[src/common/tc_regs.svh]
/*
  Register offsets, field positions and reset values of the 16-bit timer/counter.
  Assumes inclusion by bare name from design files; definitions only.
*/
// Contract
// - Sixteen-bit count held as high and low bytes, both read/write by software.
// - Overflow flag raised when count wraps from all ones to zero; a wide-mode high-byte write in the wrap cycle leaves it clear.
// - Count advances only while the on bit (bit 0) is set.
// - Wide mode bit 7 moves the count as one 16-bit unit, else two bytes.
// - Read-only bit 6 reports system clock taken from the timer oscillator.
// - Bits 5-4 choose the prescale ratio of the counter input clock.
// - Bit 3 enables the timer oscillator; clear shuts it off.
// - External source: bit 2 one passes pin unsynchronized, zero synchronizes it.
// - Internal source ignores the sync bit and counts the internal clock.
`ifndef TC_REGS_SVH
`define TC_REGS_SVH

// ----------------------------------------------------------------
// register byte offsets
// ----------------------------------------------------------------
`define TC_ADDR_W      12
`define TC_OFF_CTRL    12'h000
`define TC_OFF_CNT_LO  12'h004
`define TC_OFF_CNT_HI  12'h008
`define TC_OFF_IRQ_ST  12'h00C
`define TC_OFF_IRQ_MSK 12'h010

// ----------------------------------------------------------------
// fields and reset values
// ----------------------------------------------------------------
`define TC_CTRL_RESET  8'h00
`define TC_CTRL_WMASK  8'hBF
`define TC_BIT_RUN     6
`define TC_CNT_RESET   16'h0000
`define TC_CNT_MAX     16'hFFFF
`define TC_IRQ_RESET   1'h0
`define TC_IRQ_OVF     0
`define TC_PRE_W       3

`endif

[src/common/tc_pkg.sv]
/*
  Types shared by the timer/counter files.
  Assumes the field layout of tc_regs.svh.
*/
package tc_pkg;

  // ----------------------------------------------------------------
  // control register layout, bit 7 down to bit 0
  // ----------------------------------------------------------------
  typedef struct packed {
    logic       wide_access_mode;
    logic       sysclk_from_timer_osc;
    logic [1:0] prescale_select;
    logic       timer_osc_enable;
    logic       ext_sync_select_n;
    logic       clock_source_select;
    logic       counter_on;
  } tc_ctrl_t;

  // ----------------------------------------------------------------
  // prescale ratio codes
  // ----------------------------------------------------------------
  typedef enum logic [1:0] {
    TC_DIV1,
    TC_DIV2,
    TC_DIV4,
    TC_DIV8
  } tc_div_t;

endpackage

[src/design/tc_timer.sv]
/*
  Sixteen-bit timer/counter with APB register access and overflow interrupt.
  Assumes ext_clock_pin and sysclk_from_timer_osc_in are synchronous to sys_clk;
  sys_clk is the oscillator clock, internal count clock is a quarter of it.
*/
// Chosen here: register access over APB and the placing of the registers.
`timescale 1ns/100ps
`include "tc_regs.svh"

module tc_timer #(
  parameter int INT_DIV = 4
) (
  input  wire logic                 sys_clk,
  input  wire logic                 sys_rst,
  input  wire logic                 psel,
  input  wire logic                 penable,
  input  wire logic                 pwrite,
  input  wire logic [`TC_ADDR_W-1:0] paddr,
  input  wire logic [31:0]          pwdata,
  output logic      [31:0]          prdata,
  output logic                      pready,
  output logic                      pslverr,
  input  wire logic                 ext_clock_pin,
  input  wire logic                 sysclk_from_timer_osc_in,
  output logic                      timer_osc_enable,
  output logic                      irq
);

  // ----------------------------------------------------------------
  // state
  // ----------------------------------------------------------------
  tc_pkg::tc_ctrl_t ctrl;
  logic [15:0]      count;
  logic [7:0]       high_rd_buf;
  logic [7:0]       high_wr_buf;
  logic             irq_status;
  logic             irq_mask;
  logic [1:0]       int_cnt;
  logic             pin_s1;
  logic             pin_s2;
  logic             pin_s3;
  logic             pin_raw_prev;

  // ----------------------------------------------------------------
  // bus decode
  // ----------------------------------------------------------------
  function automatic logic hit(input logic [`TC_ADDR_W-1:0] a,
                               input logic [`TC_ADDR_W-1:0] off);
    hit = (a == off);
  endfunction

  wire setup    = psel && !penable;
  wire access   = psel && penable;
  wire sel_ctrl = hit(paddr, `TC_OFF_CTRL);
  wire sel_lo   = hit(paddr, `TC_OFF_CNT_LO);
  wire sel_hi   = hit(paddr, `TC_OFF_CNT_HI);
  wire sel_st   = hit(paddr, `TC_OFF_IRQ_ST);
  wire sel_msk  = hit(paddr, `TC_OFF_IRQ_MSK);
  wire mapped   = sel_ctrl | sel_lo | sel_hi | sel_st | sel_msk;
  wire wr       = access && pwrite && mapped;
  wire wr_ctrl  = wr && sel_ctrl;
  wire wr_lo    = wr && sel_lo;
  wire wr_hi    = wr && sel_hi;
  wire wr_st    = wr && sel_st;
  wire wr_msk   = wr && sel_msk;
  wire rd_lo    = setup && !pwrite && sel_lo;

  // zero wait states; answer comes in the access cycle
  assign pready  = access;
  assign pslverr = access && !mapped;

  // ----------------------------------------------------------------
  // read data, captured in the setup cycle
  // ----------------------------------------------------------------
  // status bit 6 always reflects the live clock-source indication
  wire [7:0] ctrl_rd = {ctrl.wide_access_mode, sysclk_from_timer_osc_in,
                        ctrl.prescale_select, ctrl.timer_osc_enable,
                        ctrl.ext_sync_select_n, ctrl.clock_source_select,
                        ctrl.counter_on};
  // wide mode returns the byte frozen at the last low read
  wire [7:0] hi_rd   = ctrl.wide_access_mode ? high_rd_buf : count[15:8];
  wire [7:0] rd_byte = sel_ctrl ? ctrl_rd :
                       sel_lo   ? count[7:0] :
                       sel_hi   ? hi_rd :
                       sel_st   ? {7'h00, irq_status} :
                       sel_msk  ? {7'h00, irq_mask} : 8'h00;

  always_ff @(posedge sys_clk or posedge sys_rst) begin
    if (sys_rst) begin
      prdata <= 32'h00000000;
    end else if (setup) begin
      prdata <= {24'h000000, rd_byte};
    end
  end

  // ----------------------------------------------------------------
  // control register
  // ----------------------------------------------------------------
  // bit 6 is read-only, so its storage stays zero
  always_ff @(posedge sys_clk or posedge sys_rst) begin
    if (sys_rst) begin
      ctrl <= `TC_CTRL_RESET;
    end else if (wr_ctrl) begin
      ctrl <= pwdata[7:0] & `TC_CTRL_WMASK;
    end
  end

  assign timer_osc_enable = ctrl.timer_osc_enable;

  // ----------------------------------------------------------------
  // clock sources
  // ----------------------------------------------------------------
  // internal clock: one tick every INT_DIV oscillator cycles
  wire int_tick = (int_cnt == 2'(INT_DIV - 1));

  always_ff @(posedge sys_clk or posedge sys_rst) begin
    if (sys_rst) begin
      int_cnt <= 2'h0;
    end else begin
      int_cnt <= int_tick ? 2'h0 : int_cnt + 2'h1;
    end
  end

  // two-stage synchroniser; s1 feeds only s2
  always_ff @(posedge sys_clk or posedge sys_rst) begin
    if (sys_rst) begin
      pin_s1       <= 1'b0;
      pin_s2       <= 1'b0;
      pin_s3       <= 1'b0;
      pin_raw_prev <= 1'b0;
    end else begin
      pin_s1       <= ext_clock_pin;
      pin_s2       <= pin_s1;
      pin_s3       <= pin_s2;
      pin_raw_prev <= ext_clock_pin;
    end
  end

  // rising edges; the raw path trades metastability margin for latency
  wire sync_edge = pin_s2 && !pin_s3;
  wire raw_edge  = ext_clock_pin && !pin_raw_prev;
  wire ext_edge  = ctrl.ext_sync_select_n ? raw_edge : sync_edge;
  // sync bit has no say on the internal source
  wire src_tick  = ctrl.clock_source_select ? ext_edge : int_tick;
  wire pre_in    = src_tick && ctrl.counter_on;
  wire cnt_tick;

  tc_prescale u_prescale (
    .sys_clk  (sys_clk),
    .sys_rst  (sys_rst),
    .tick_in  (pre_in),
    .clear    (wr_lo || wr_hi),
    .ratio    (tc_pkg::tc_div_t'(ctrl.prescale_select)),
    .tick_out (cnt_tick)
  );

  // ----------------------------------------------------------------
  // counter and byte buffers
  // ----------------------------------------------------------------
  wire        wide     = ctrl.wide_access_mode;
  wire        overflow = cnt_tick && (count == `TC_CNT_MAX) && !wr_lo && !wr_hi;
  // low-byte writes and byte-mode high-byte writes win over a tick in the same cycle; a wide-mode high write does not
  wire [15:0] next_count = (wr_lo && wide)  ? {high_wr_buf, pwdata[7:0]} :
                           wr_lo            ? {count[15:8], pwdata[7:0]} :
                           (wr_hi && !wide) ? {pwdata[7:0], count[7:0]} :
                           cnt_tick         ? count + 16'h0001 : count;

  always_ff @(posedge sys_clk or posedge sys_rst) begin
    if (sys_rst) begin
      count <= `TC_CNT_RESET;
    end else begin
      count <= next_count;
    end
  end

  // high-byte buffers used only in wide mode
  always_ff @(posedge sys_clk or posedge sys_rst) begin
    if (sys_rst) begin
      high_rd_buf <= 8'h00;
      high_wr_buf <= 8'h00;
    end else begin
      if (rd_lo && wide) begin
        high_rd_buf <= count[15:8];
      end
      if (wr_hi && wide) begin
        high_wr_buf <= pwdata[7:0];
      end
    end
  end

  // ----------------------------------------------------------------
  // interrupt status and mask
  // ----------------------------------------------------------------
  // a new overflow beats a write-one-to-clear in the same cycle
  wire next_status = overflow || (irq_status && !(wr_st && pwdata[`TC_IRQ_OVF]));

  always_ff @(posedge sys_clk or posedge sys_rst) begin
    if (sys_rst) begin
      irq_status <= `TC_IRQ_RESET;
      irq_mask   <= `TC_IRQ_RESET;
    end else begin
      irq_status <= next_status;
      if (wr_msk) begin
        irq_mask <= pwdata[`TC_IRQ_OVF];
      end
    end
  end

  assign irq = irq_status && irq_mask;

  // ----------------------------------------------------------------
  // checks
  // ----------------------------------------------------------------
  AST_OVF_SETS_FLAG: assert property (@(posedge sys_clk) disable iff (sys_rst)
    overflow |=> irq_status && count == 16'h0000)
    else $error("overflow did not wrap and flag");

  AST_OFF_HOLDS: assert property (@(posedge sys_clk) disable iff (sys_rst)
    (!ctrl.counter_on && !wr_lo && !wr_hi) |=> count == $past(count))
    else $error("counter moved while off");

  AST_BYTE_LO_WRITE: assert property (@(posedge sys_clk) disable iff (sys_rst)
    wr_lo |=> count[7:0] == $past(pwdata[7:0]))
    else $error("low byte write lost");

  AST_BYTE_HI_WRITE: assert property (@(posedge sys_clk) disable iff (sys_rst)
    (wr_hi && !wide) |=> count[15:8] == $past(pwdata[7:0]))
    else $error("byte mode high write lost");

  AST_WIDE_HI_DEFER: assert property (@(posedge sys_clk) disable iff (sys_rst)
    (wr_lo && wide) |=> count == {$past(high_wr_buf), $past(pwdata[7:0])})
    else $error("buffered high byte not applied");

  AST_WIDE_RD_LATCH: assert property (@(posedge sys_clk) disable iff (sys_rst)
    (rd_lo && wide) |=> high_rd_buf == $past(count[15:8]))
    else $error("high byte not latched on low read");

  AST_RUN_STATUS: assert property (@(posedge sys_clk) disable iff (sys_rst)
    (setup && !pwrite && sel_ctrl) |=> prdata[`TC_BIT_RUN] == $past(sysclk_from_timer_osc_in))
    else $error("clock status bit wrong");

  AST_OSC_ENABLE: assert property (@(posedge sys_clk) disable iff (sys_rst)
    wr_ctrl |=> timer_osc_enable == $past(pwdata[3]))
    else $error("oscillator enable not following write");

  AST_SYNC_PATH: assert property (@(posedge sys_clk) disable iff (sys_rst)
    (ctrl.clock_source_select && !ctrl.ext_sync_select_n && src_tick) |->
      $past(ext_clock_pin, 2) && !$past(ext_clock_pin, 3))
    else $error("synchronised edge not delayed");

  AST_INT_IGNORES_SYNC: assert property (@(posedge sys_clk) disable iff (sys_rst)
    (!ctrl.clock_source_select && src_tick) |=> !src_tick [*3])
    else $error("internal clock faster than a quarter");

  AST_EXT_EDGE: assert property (@(posedge sys_clk) disable iff (sys_rst)
    (ctrl.clock_source_select && ctrl.ext_sync_select_n && src_tick) |-> ext_clock_pin && !$past(ext_clock_pin))
    else $error("external tick without rising edge");

  AST_DIV1_PASS: assert property (@(posedge sys_clk) disable iff (sys_rst)
    (ctrl.prescale_select == 2'h0 && pre_in && !wr_lo && !wr_hi) |-> cnt_tick)
    else $error("divide-by-1 dropped a tick");

endmodule

[src/design/tc_prescale.sv]
/*
  Input prescaler: passes one of every 1, 2, 4 or 8 input ticks.
  Assumes tick_in is a one-cycle pulse in the sys_clk domain.
*/
`timescale 1ns/100ps
`include "tc_regs.svh"

module tc_prescale (
  input  wire logic           sys_clk,
  input  wire logic           sys_rst,
  input  wire logic           tick_in,
  input  wire logic           clear,
  input  wire tc_pkg::tc_div_t ratio,
  output logic                tick_out
);

  logic [`TC_PRE_W-1:0] pre_cnt;
  logic [`TC_PRE_W-1:0] ratio_mask;

  // ----------------------------------------------------------------
  // ratio decode
  // ----------------------------------------------------------------
  always_comb begin
    unique case (ratio)
      tc_pkg::TC_DIV1: ratio_mask = 3'h0;
      tc_pkg::TC_DIV2: ratio_mask = 3'h1;
      tc_pkg::TC_DIV4: ratio_mask = 3'h3;
      tc_pkg::TC_DIV8: ratio_mask = 3'h7;
    endcase
  end

  // pass the tick that completes the ratio
  assign tick_out = tick_in && ((pre_cnt & ratio_mask) == ratio_mask);

  // divider count; cleared on count writes so the ratio restarts cleanly
  always_ff @(posedge sys_clk or posedge sys_rst) begin
    if (sys_rst) begin
      pre_cnt <= 3'h0;
    end else if (clear) begin
      pre_cnt <= 3'h0;
    end else if (tick_in) begin
      pre_cnt <= pre_cnt + 3'h1;
    end
  end

  // ----------------------------------------------------------------
  // checks
  // ----------------------------------------------------------------
  AST_DIV8_SPACING: assert property (@(posedge sys_clk) disable iff (sys_rst)
    (ratio == tc_pkg::TC_DIV8 && tick_out && !clear) |=> pre_cnt == 3'h0 && (ratio != tc_pkg::TC_DIV8 || !tick_out))
    else $error("divide-by-8 tick out of step");

endmodule

[config.mk]
export PLATFORM = sky130hd
export DESIGN_NAME = tc_timer
export DESIGN_NICKNAME = d
export VERILOG_FILES = /design/src/common/tc_pkg.sv /design/src/design/tc_timer.sv /design/src/design/tc_prescale.sv
export VERILOG_INCLUDE_DIRS = /design/src /design/src/common
export SDC_FILE = /design/constraint.sdc
export NUM_CORES = 1
export LEC_CHECK = 0
export ABC_AREA = 0
export BUFFER_PORTS_ARGS = -buffer_cell sky130_fd_sc_hd__buf_2
export CORE_ASPECT_RATIO = 1.25
export CORE_MARGIN = 4
export CORE_UTILIZATION = 30
export CTS_BUF_LIST = sky130_fd_sc_hd__clkbuf_8
export DETAILED_ROUTE_END_ITERATION = 10
export PLACE_DENSITY = 0.5
export SLEW_MARGIN = 20
export SYNTH_ARGS = -nofsm -noshare
export SYNTH_HDL_FRONTEND = slang
export SYNTH_SLANG_ARGS = --single-unit
[constraint.sdc]
create_clock -name sys_clk -period 2.2 [get_ports sys_clk]
set_clock_uncertainty 0.2 [all_clocks]
set_input_delay 0.22 -clock sys_clk [delete_from_list [all_inputs] [get_ports sys_clk]]
set_output_delay 0.22 -clock sys_clk [all_outputs]
set_load 0.02 [all_outputs]
## Yosys cells after proc, flatten, opt, wreduce, memory -nomap -nowiden

Cells that the tools add are included.

| word-level totals | value |
|---|---|
| register bits | 57 |
| output and inout bits | 36 |
| word-level logic and storage cells | 98 |

| cells by class | value |
|---|---|
| add/subtract/negate cells | 3 |
| equality and inequality tests | 12 |
| mux-type cells | 16 |
| bitwise gates (word level) | 5 |
| reduce and logical (&&, ||, !) cells | 44 |

Operators with widths:

| operator | count |
|---|---|
| 2-to-1 mux 16 bit | 4 |
| 2-to-1 mux 8 bit | 4 |
| logical AND 1 bit | 26 |
| == test 12 x 4 -> 1 bit (second input constant) | 2 |
| adder 16 x 1 -> 16 bit (second input constant) | 1 |
| == test 16 bit (second input constant) | 1 |
| == test 12 x 3 -> 1 bit (second input constant) | 1 |
| == test 12 x 5 -> 1 bit (second input constant) | 1 |
| zero test 12 bit | 1 |
| one-hot mux 3 bit (4 select lines) | 1 |
| zero test 1 bit | 9 |
| == test 2 bit (second input constant) | 3 |
| 2-to-1 mux 3 bit | 2 |
| nonzero test 3 bit | 2 |
| 2-to-1 mux 1 bit | 4 |
| OR 1 bit | 4 |
| AND reduction 2 bit | 2 |
| adder 3 x 1 -> 3 bit (second input constant) | 1 |
| AND 3 bit | 1 |
| == test 3 bit | 1 |
| inequality test 3 bit (second input constant) | 1 |
| adder 2 x 1 -> 2 bit (second input constant) | 1 |
| == test 2 x 1 -> 1 bit (second input constant) | 1 |
| zero test 2 bit | 1 |
| 4 further kinds | 5 |

## Depth between registers and ports, before layout

Gate-level depths: netlist of run 1.

| depth | value |
|---|---|
| depth after elaboration | 11 |
| depth in mapped cells | 9 |
| mapped depth without buffers | 7 |

## By module

A second synthesis of run 1 with hierarchy kept.

| unflattened totals | value |
|---|---|
| cell total of the unflattened synthesis | 338 |
| area, all modules | 3365.7 um^2 |

Modules (own cells, without submodules):

| module | times used | cells each | area an instance (um^2) | seq. area each (um^2) |
|---|---|---|---|---|
| tc_timer | 1 | 321 | 3206.8 | 1351.3 |
| tc_prescale | 1 | 17 | 158.9 | 75.1 |

## Worst setup path after synthesis of run 1

Ideal clock, no wire load.

| path | value |
|---|---|
| kind | input to register |
| start | input port paddr[1] |
| end | register high_rd_buf[1] |
| setup time | 125 ps |
| arrival | 1702 ps |
| data required time | 1875 ps |
| path slack | 173 ps |
| stages on the path | 5 |
| cell sequence | nor4_4 -> and4_1 -> or4b_1 -> buf_4 -> mux2_4 |

| on the way | value |
|---|---|
| cells in the longest elaborated chain, start to end | 3 |

RTL lines:

| item | line | RTL |
|---|---|---|
| start, declared | tc_timer.sv:18 | `` input wire logic [`TC_ADDR_W-1:0] paddr, `` |
| == test 12 x 3 -> 1 bit | tc_timer.sv:49 | `hit = (a == off);` |
| logical AND 1 bit | tc_timer.sv:66 | `wire rd_lo = setup && !pwrite && sel_lo;` |
| logical AND 1 bit | tc_timer.sv:182 | `if (rd_lo && wide) begin` |
| end signal, assigned | tc_timer.sv:183 | `high_rd_buf <= count[15:8];` |
| end, declared | tc_timer.sv:34 | `logic [7:0] high_rd_buf;` |

Every way passes these cells.
A chain may end at the register's enable or synchronous reset.

## Worst setup path after layout of run 1

| path | value |
|---|---|
| start | register ctrl[1] (netlist bit) |
| end | register count[6] |

| on the way | value |
|---|---|
| cells in the longest elaborated chain, start to end | 5 |

RTL lines:

| item | line | RTL |
|---|---|---|
| start, declared | tc_timer.sv:32 | `tc_pkg::tc_ctrl_t ctrl;` |
| start signal, assigned | tc_timer.sv:102 | `` ctrl <= `TC_CTRL_RESET; `` |
| start signal, assigned | tc_timer.sv:104 | `` ctrl <= pwdata[7:0] & `TC_CTRL_WMASK; `` |
| 2-to-1 mux 1 bit | tc_timer.sv:144 | `wire src_tick = ctrl.clock_source_select ? ext_edge : int_tick;` |
| logical AND 1 bit | tc_timer.sv:145 | `wire pre_in = src_tick && ctrl.counter_on;` |
| logical AND 1 bit | tc_prescale.sv:33 | `assign tick_out = tick_in && ((pre_cnt & ratio_mask) == ratio_mask);` |
| nonzero test 3 bit (no line) | -- |  |
| AND reduction 2 bit (no line) | -- |  |
| end signal, assigned | tc_timer.sv:170 | `` count <= `TC_CNT_RESET; `` |
| end signal, assigned | tc_timer.sv:172 | `count <= next_count;` |
| end, declared | tc_timer.sv:33 | `logic [15:0] count;` |

Every way passes these cells.

==> out/qor.yml, run 1 <==
grt_max_degree: 37
setup_viol: 0
min_period_over_period_pct: 92.69
drcViolationCount: 0
p_leak_nw: 1.893
postPlaceCellArea_um2: 3729
finalSetupTns_ns: 0
hp-start: "sysclk_from_timer_osc_in"
syn_area_um2: 3268
drtPass1Iterations: 4
post-route-min-period_ns: 2.039
rr_startpoint: "ctrl[1]"
ctsLongestPathBuffers: 2
row_count: 42
yosysSeqAreaShare_pct: 43.64
die_h_um: 124.7
synth-seq-cells: 57
avgRoutedWirePerCell_um: 15.63
clk_pin_slew_ns: 0.06
yosys.area.top_type_share_pct: 43.64
grt_usage_pct: 14.12
yosysMostFrequentCell: "dfrtp_1"
max_freq_ghz: 0.4904
critPathLaunch: "ctrl[1]"
die_area_um2: 12640
critPathLaunchType: "flip-flop"
ctsResizeCount: 0
nets: 461
final_cell_area_um2: 4053
synth_common_cells: "dfrtp_1, nor2_1, buf_4, o21ai_0, nand2_1"
syn_avg_cell_area_um2: 9.934
fp.dieW_um: 101.4
synth-edff-count: 0
cts_max_level: 3
worstPathRequired_ns: 2.24
layout-drive-gt1-share_pct: 28.29
cts_sinks: 57
worst_ep_arrival_time_ns: 2.08
ios: 87
path_max_fanout: 11
synthCells: 329
antenna_found_initial: 0
slowest_delay_ns: 0.44
area_delta_synth_final_pct: 24.00
setup.worst_path.end_class: "flip-flop"
rsz0062_at_grt: "no"
synth_area_leaders: "dfrtp_1, buf_4, mux2_2"
critPathKind: "flip-flop to flip-flop"
vias: 2666
cts_tree: "done"
crit_cells: 7
crit_chain: "nand2b_1 > o221ai_1 > nor4_2 > buf_4 > nand4b_1 > xnor2_1 > mux2_2"
coreArea_um2: 10620
path_delay_family: "simple AND/OR/NAND/NOR gates"
path_buf_inv: 1
initial_utilization_pct: 30.79
synth-async-reset-ratio_pct: 100.0
routed_wl_um: 8471
power_density_nw_per_um2: 572.9
vdd_ir_drop_max_mv: 0.1958
gp_congestion: 0.8595
yosysUniqueCellTypes: 52
synth_area_leader_cell: "dfrtp_1"
drt_iter0_drc: 82
cts_buffers: 9
avgViaCountPerCell: 4.919
hold_slack_ns: 0.01149
cts_root_buf: "clkbuf_8"
grt-ovfl-total: 0
grt_pass1_wl_um: 13680
diodes: 0
finalWorstSetupSlack_ns: 0.1609
yosysWarnings: 0
fin_util_pct: 38.18
hpwl_um: 6425
post-place-ws_ns: 0.003680
hold_depth: 3
place.port_buffers: 38
report.final.slew_viol_count: 0
status: "completed"
postRouteAntennaNets: 0
worstSkewPairLatency_ns: 0.36
min_path_type: "primary input to flip-flop"
grt_pass1_vias: 2676
synth-main-ff-cell: "dfrtp_1"
reg2reg_slack_ns: 0.16
slowest_stage: "dfrtp_1"
max-cap-violations: 0
reg2reg_depth: 7
finalHoldViolCount: 0
-- final timing paths --
path	to
min in group asynchronous	high_wr_buf[3]
worst min register to register	pin_s2
max in group asynchronous	prdata[6]
worst max-delay path	count[6]
worst max register to register	count[6]
worst min-delay path	prdata[6]
-- worst reg2reg max path, stage by stage, from the launching register on --
cell and delay, ns:
dfrtp_1 0.44, nand2b_1 0.10, o221ai_1 0.15, nor4_2 0.28
buf_4 0.22, nand4b_1 0.14, xnor2_1 0.15, mux2_2 0.26
-- registers in the layout, indices dropped and copies added (netlist names) --
signal / flops
pin_s2: 1
high_wr_buf: 8
timer_osc_enable: 1
irq_status: 1
pin_raw_prev: 1
irq_mask: 1
wide: 1
prdata: 8
count: 16
u_prescale.pre_cnt: 3
high_rd_buf: 8
ctrl: 5
pin_s3: 1
int_cnt: 2
-- final cells by class --
type	count	area, um2
Multi-Input combinational cell	248	1640
Timing Repair Buffer	82	570.5
Clock buffer	11	151.4
Clock inverter	3	65.06
Inverter	9	33.78
Tap cell	132	165.2
Fill cell	1107	6563
Sequential cell	57	1426
-- metal layers --
metal	GRT usage (%)	routed length, um
met4	7.199	163
met2	24.15	4437
met1	16.39	3501
met3	2.689	368
met5	0	0
-- timing repair --
item,4_1_cts,5_1_grt
hold endpoints to repair,40,0
endpoints found under the setup margin,0,1
buffers inserted,0,1
hold buffers,10,0
-- cell usage in the layout, fill, tap and decap left out, drive strengths merged, types with 10 or more instances in the layout --
| cell type | count |
|---|---|
| o21ai | 25 |
| nand3 | 16 |
| conb | 24 |
| xnor2 | 11 |
| dlygate4sd3 | 10 |
| clkbuf | 11 |
| nor2 | 29 |
| buf | 72 |
| mux2 | 23 |
| a21oi | 12 |
| nand2 | 21 |
| dfrtp | 57 |
-- per-stage QoR --
| step | power [W] | std cells |
|---|---|---|
| after floorplan | 0.001187 | 352 |
| after global placement | 0.001222 | 517 |
| after detailed placement | 0.001224 | 517 |
| after CTS | 0.002351 | 541 |
| after global routing | 0.002407 | 542 |
| final | 0.002322 | 542 |
-- logic make-up (layout without fill, tap and decap cells) --
logic type | count (synthesis) | in the layout | synth area share (%)
other | 1 | 24 | 0.1147
AND/OR/NAND/NOR | 106 | 106 | 17.34
multiplexers | 31 | 31 | 11.06
adder cells (fa/ha/maj) | 3 | 3 | 1.149
flip-flops | 57 | 57 | 43.64
buffers and inverters | 47 | 105 | 8.805
AO/OA/AOI/OAI | 68 | 68 | 13.59
XOR/XNOR | 16 | 16 | 4.288
-- where the power goes --
part	internal [W]	leakage (nW)	switching (W)
clock network	0.000684	0.111	0.000421
registers	0.00105	0.780	0.00000453
logic	0.0000526	1.00	0.000105
total	0.00179	1.89	0.000531
No activity file was read; power rests on OpenSTA's default activity.
==> run 2, diff against run 1 <==
==> constraint.sdc (replaced) <==
create_clock -name sys_clk -period 2.2 [get_ports sys_clk]
set_clock_uncertainty 0.2 [all_clocks]
set_input_delay 0.11 -clock sys_clk [delete_from_list [all_inputs] [get_ports sys_clk]]
set_output_delay 0.11 -clock sys_clk [all_outputs]
set_load 0.02 [all_outputs]
==> out/qor.yml, run 2 (same netlist as run 1, synthesis figures left out) <==
ctsLongestPathBuffers: 2
fillers: 1112
setup.worst_path.end_class: "flip-flop"
status: "completed"
regMostFlops: "count"
power_w: 0.002348
finalHoldViolCount: 0
layout-drive-gt1-share_pct: 27.21
avgRoutedWirePerCell_um: 15.74
routed_wl_um: 8498
min_path_type: "primary input to flip-flop"
layout_commonest_cell: "dfrtp_1"
fp.dieW_um: 101.4
hpwl_um: 6439
drcViolationCount: 0
cts_root_buf: "clkbuf_8"
worstPathRequired_ns: 2.24
cts_buffers: 9
grt_pass1_vias: 2722
cts_tree: "done"
vdd_ir_drop_max_mv: 0.2090
grt_pass1_wl_um: 14100
report.final.slew_viol_count: 0
postRouteAntennaNets: 0
largest_reg_flops: 16
avgViaCountPerCell: 4.850
cts_sinks: 57
rr_startpoint: "ctrl[1]"
rsz0062_at_grt: "no"
place.port_buffers: 38
row_count: 42
critPathLaunch: "ctrl[1]"
post-route-min-period_ns: 2.076
grt-busiest-layer: "met2"
path_max_fanout: 10
clk_pin_slew_ns: 0.07
grt_usage_pct: 14.43
worst_ep_arrival_time_ns: 2.11
multi_input_area_um2: 1647
grtUsageMet1_pct: 17.47
grt-ovfl-total: 0
die_area_um2: 12640
drtPass1Iterations: 4
p_leak_nw: 1.866
ff_latch_area_um2: 1426
max-cap-violations: 0
hp-start: "paddr[10]"
grtUsageMet2_pct: 24.38
mostFrequentLayoutCells: "dfrtp_1, buf_2, nor2_1"
critPathKind: "flip-flop to flip-flop"
critPathLaunchType: "flip-flop"
initial_utilization_pct: 30.79
power_density_nw_per_um2: 581.3
max_freq_ghz: 0.4818
grt.met3_usage_pct: 2.745
coreArea_um2: 10620
cts_max_level: 3
setup_viol: 0
finalSetupTns_ns: 0
gp_congestion: 0.8300
dp.cells: 509
ios: 87
vias: 2619
fin_cells: 540
nets: 457
grt_max_degree: 38
die_h_um: 124.7
antenna_found_initial: 0
drt_iter0_drc: 94
area_delta_synth_final_pct: 23.58
min_period_over_period_pct: 94.34
worstSkewPairLatency_ns: 0.35
diodes: 0
[run 2: power breakdown]
group          leakage [nW]  internal [W]  switching, W
Clock                 0.115      0.000695      0.000438
Sequential            0.780       0.00105    0.00000459
Combinational         0.970     0.0000523      0.000105
Total                  1.87       0.00180      0.000548
[run 2: final timing paths]
kind,to,slack (ns),cells past startpoint
min,irq_mask,0.02,5
max in group asynchronous,count[1],1.10,4
min reg2reg,pin_s3,0.17,0
min in group asynchronous,count[9],0.13,3
max,count[6],0.12,7
max reg2reg,count[6],0.12,7
[run 2: final cells by class]
cell class	count	area share (%)
Inverter	9	0.8364
Timing Repair Buffer	78	13.32
Tap cell	132	4.089
Sequential cell	57	35.32
Clock buffer	11	3.748
Multi-Input combinational cell	248	40.77
Clock inverter	5	1.921
[run 2: stage by stage]
stage	setup slack (ns)	hold slack, ns	utilization (%)	instance area (um2)
2_1_floorplan	0.2305	-0.05857	-	3354
3_3_place_gp	0.02069	-0.04020	34.44	3656
3_5_place_dp	0.007502	-0.02767	34.44	3656
4_1_cts	0.07731	0.005070	37.92	4025
5_1_grt	0.01613	0.03809	38.05	4039
6_report	0.1245	0.01614	38.05	4039
[run 2: worst max-delay path, stage by stage (launching register included)]
cell      delay (ns)
dfrtp_1         0.45
nand2b_1        0.12
o221ai_2        0.11
nor4_2          0.29
buf_4           0.23
nand4b_1        0.14
xnor2_1         0.16
mux2_2          0.26
[run 2: per-layer routing]
layer	share of wire [%]	vias up
li1	-	1267
met1	42	1288
met2	52	50
met3	3.1	14
met4	2.6	0
met5	0	-
[run 2: what timing repair did]
item	CTS	global route
setup endpoints to repair	0	3
hold endpoints to repair	53	0
gates resized for setup	0	1
hold buffers	14	0
setup buffers	0	1
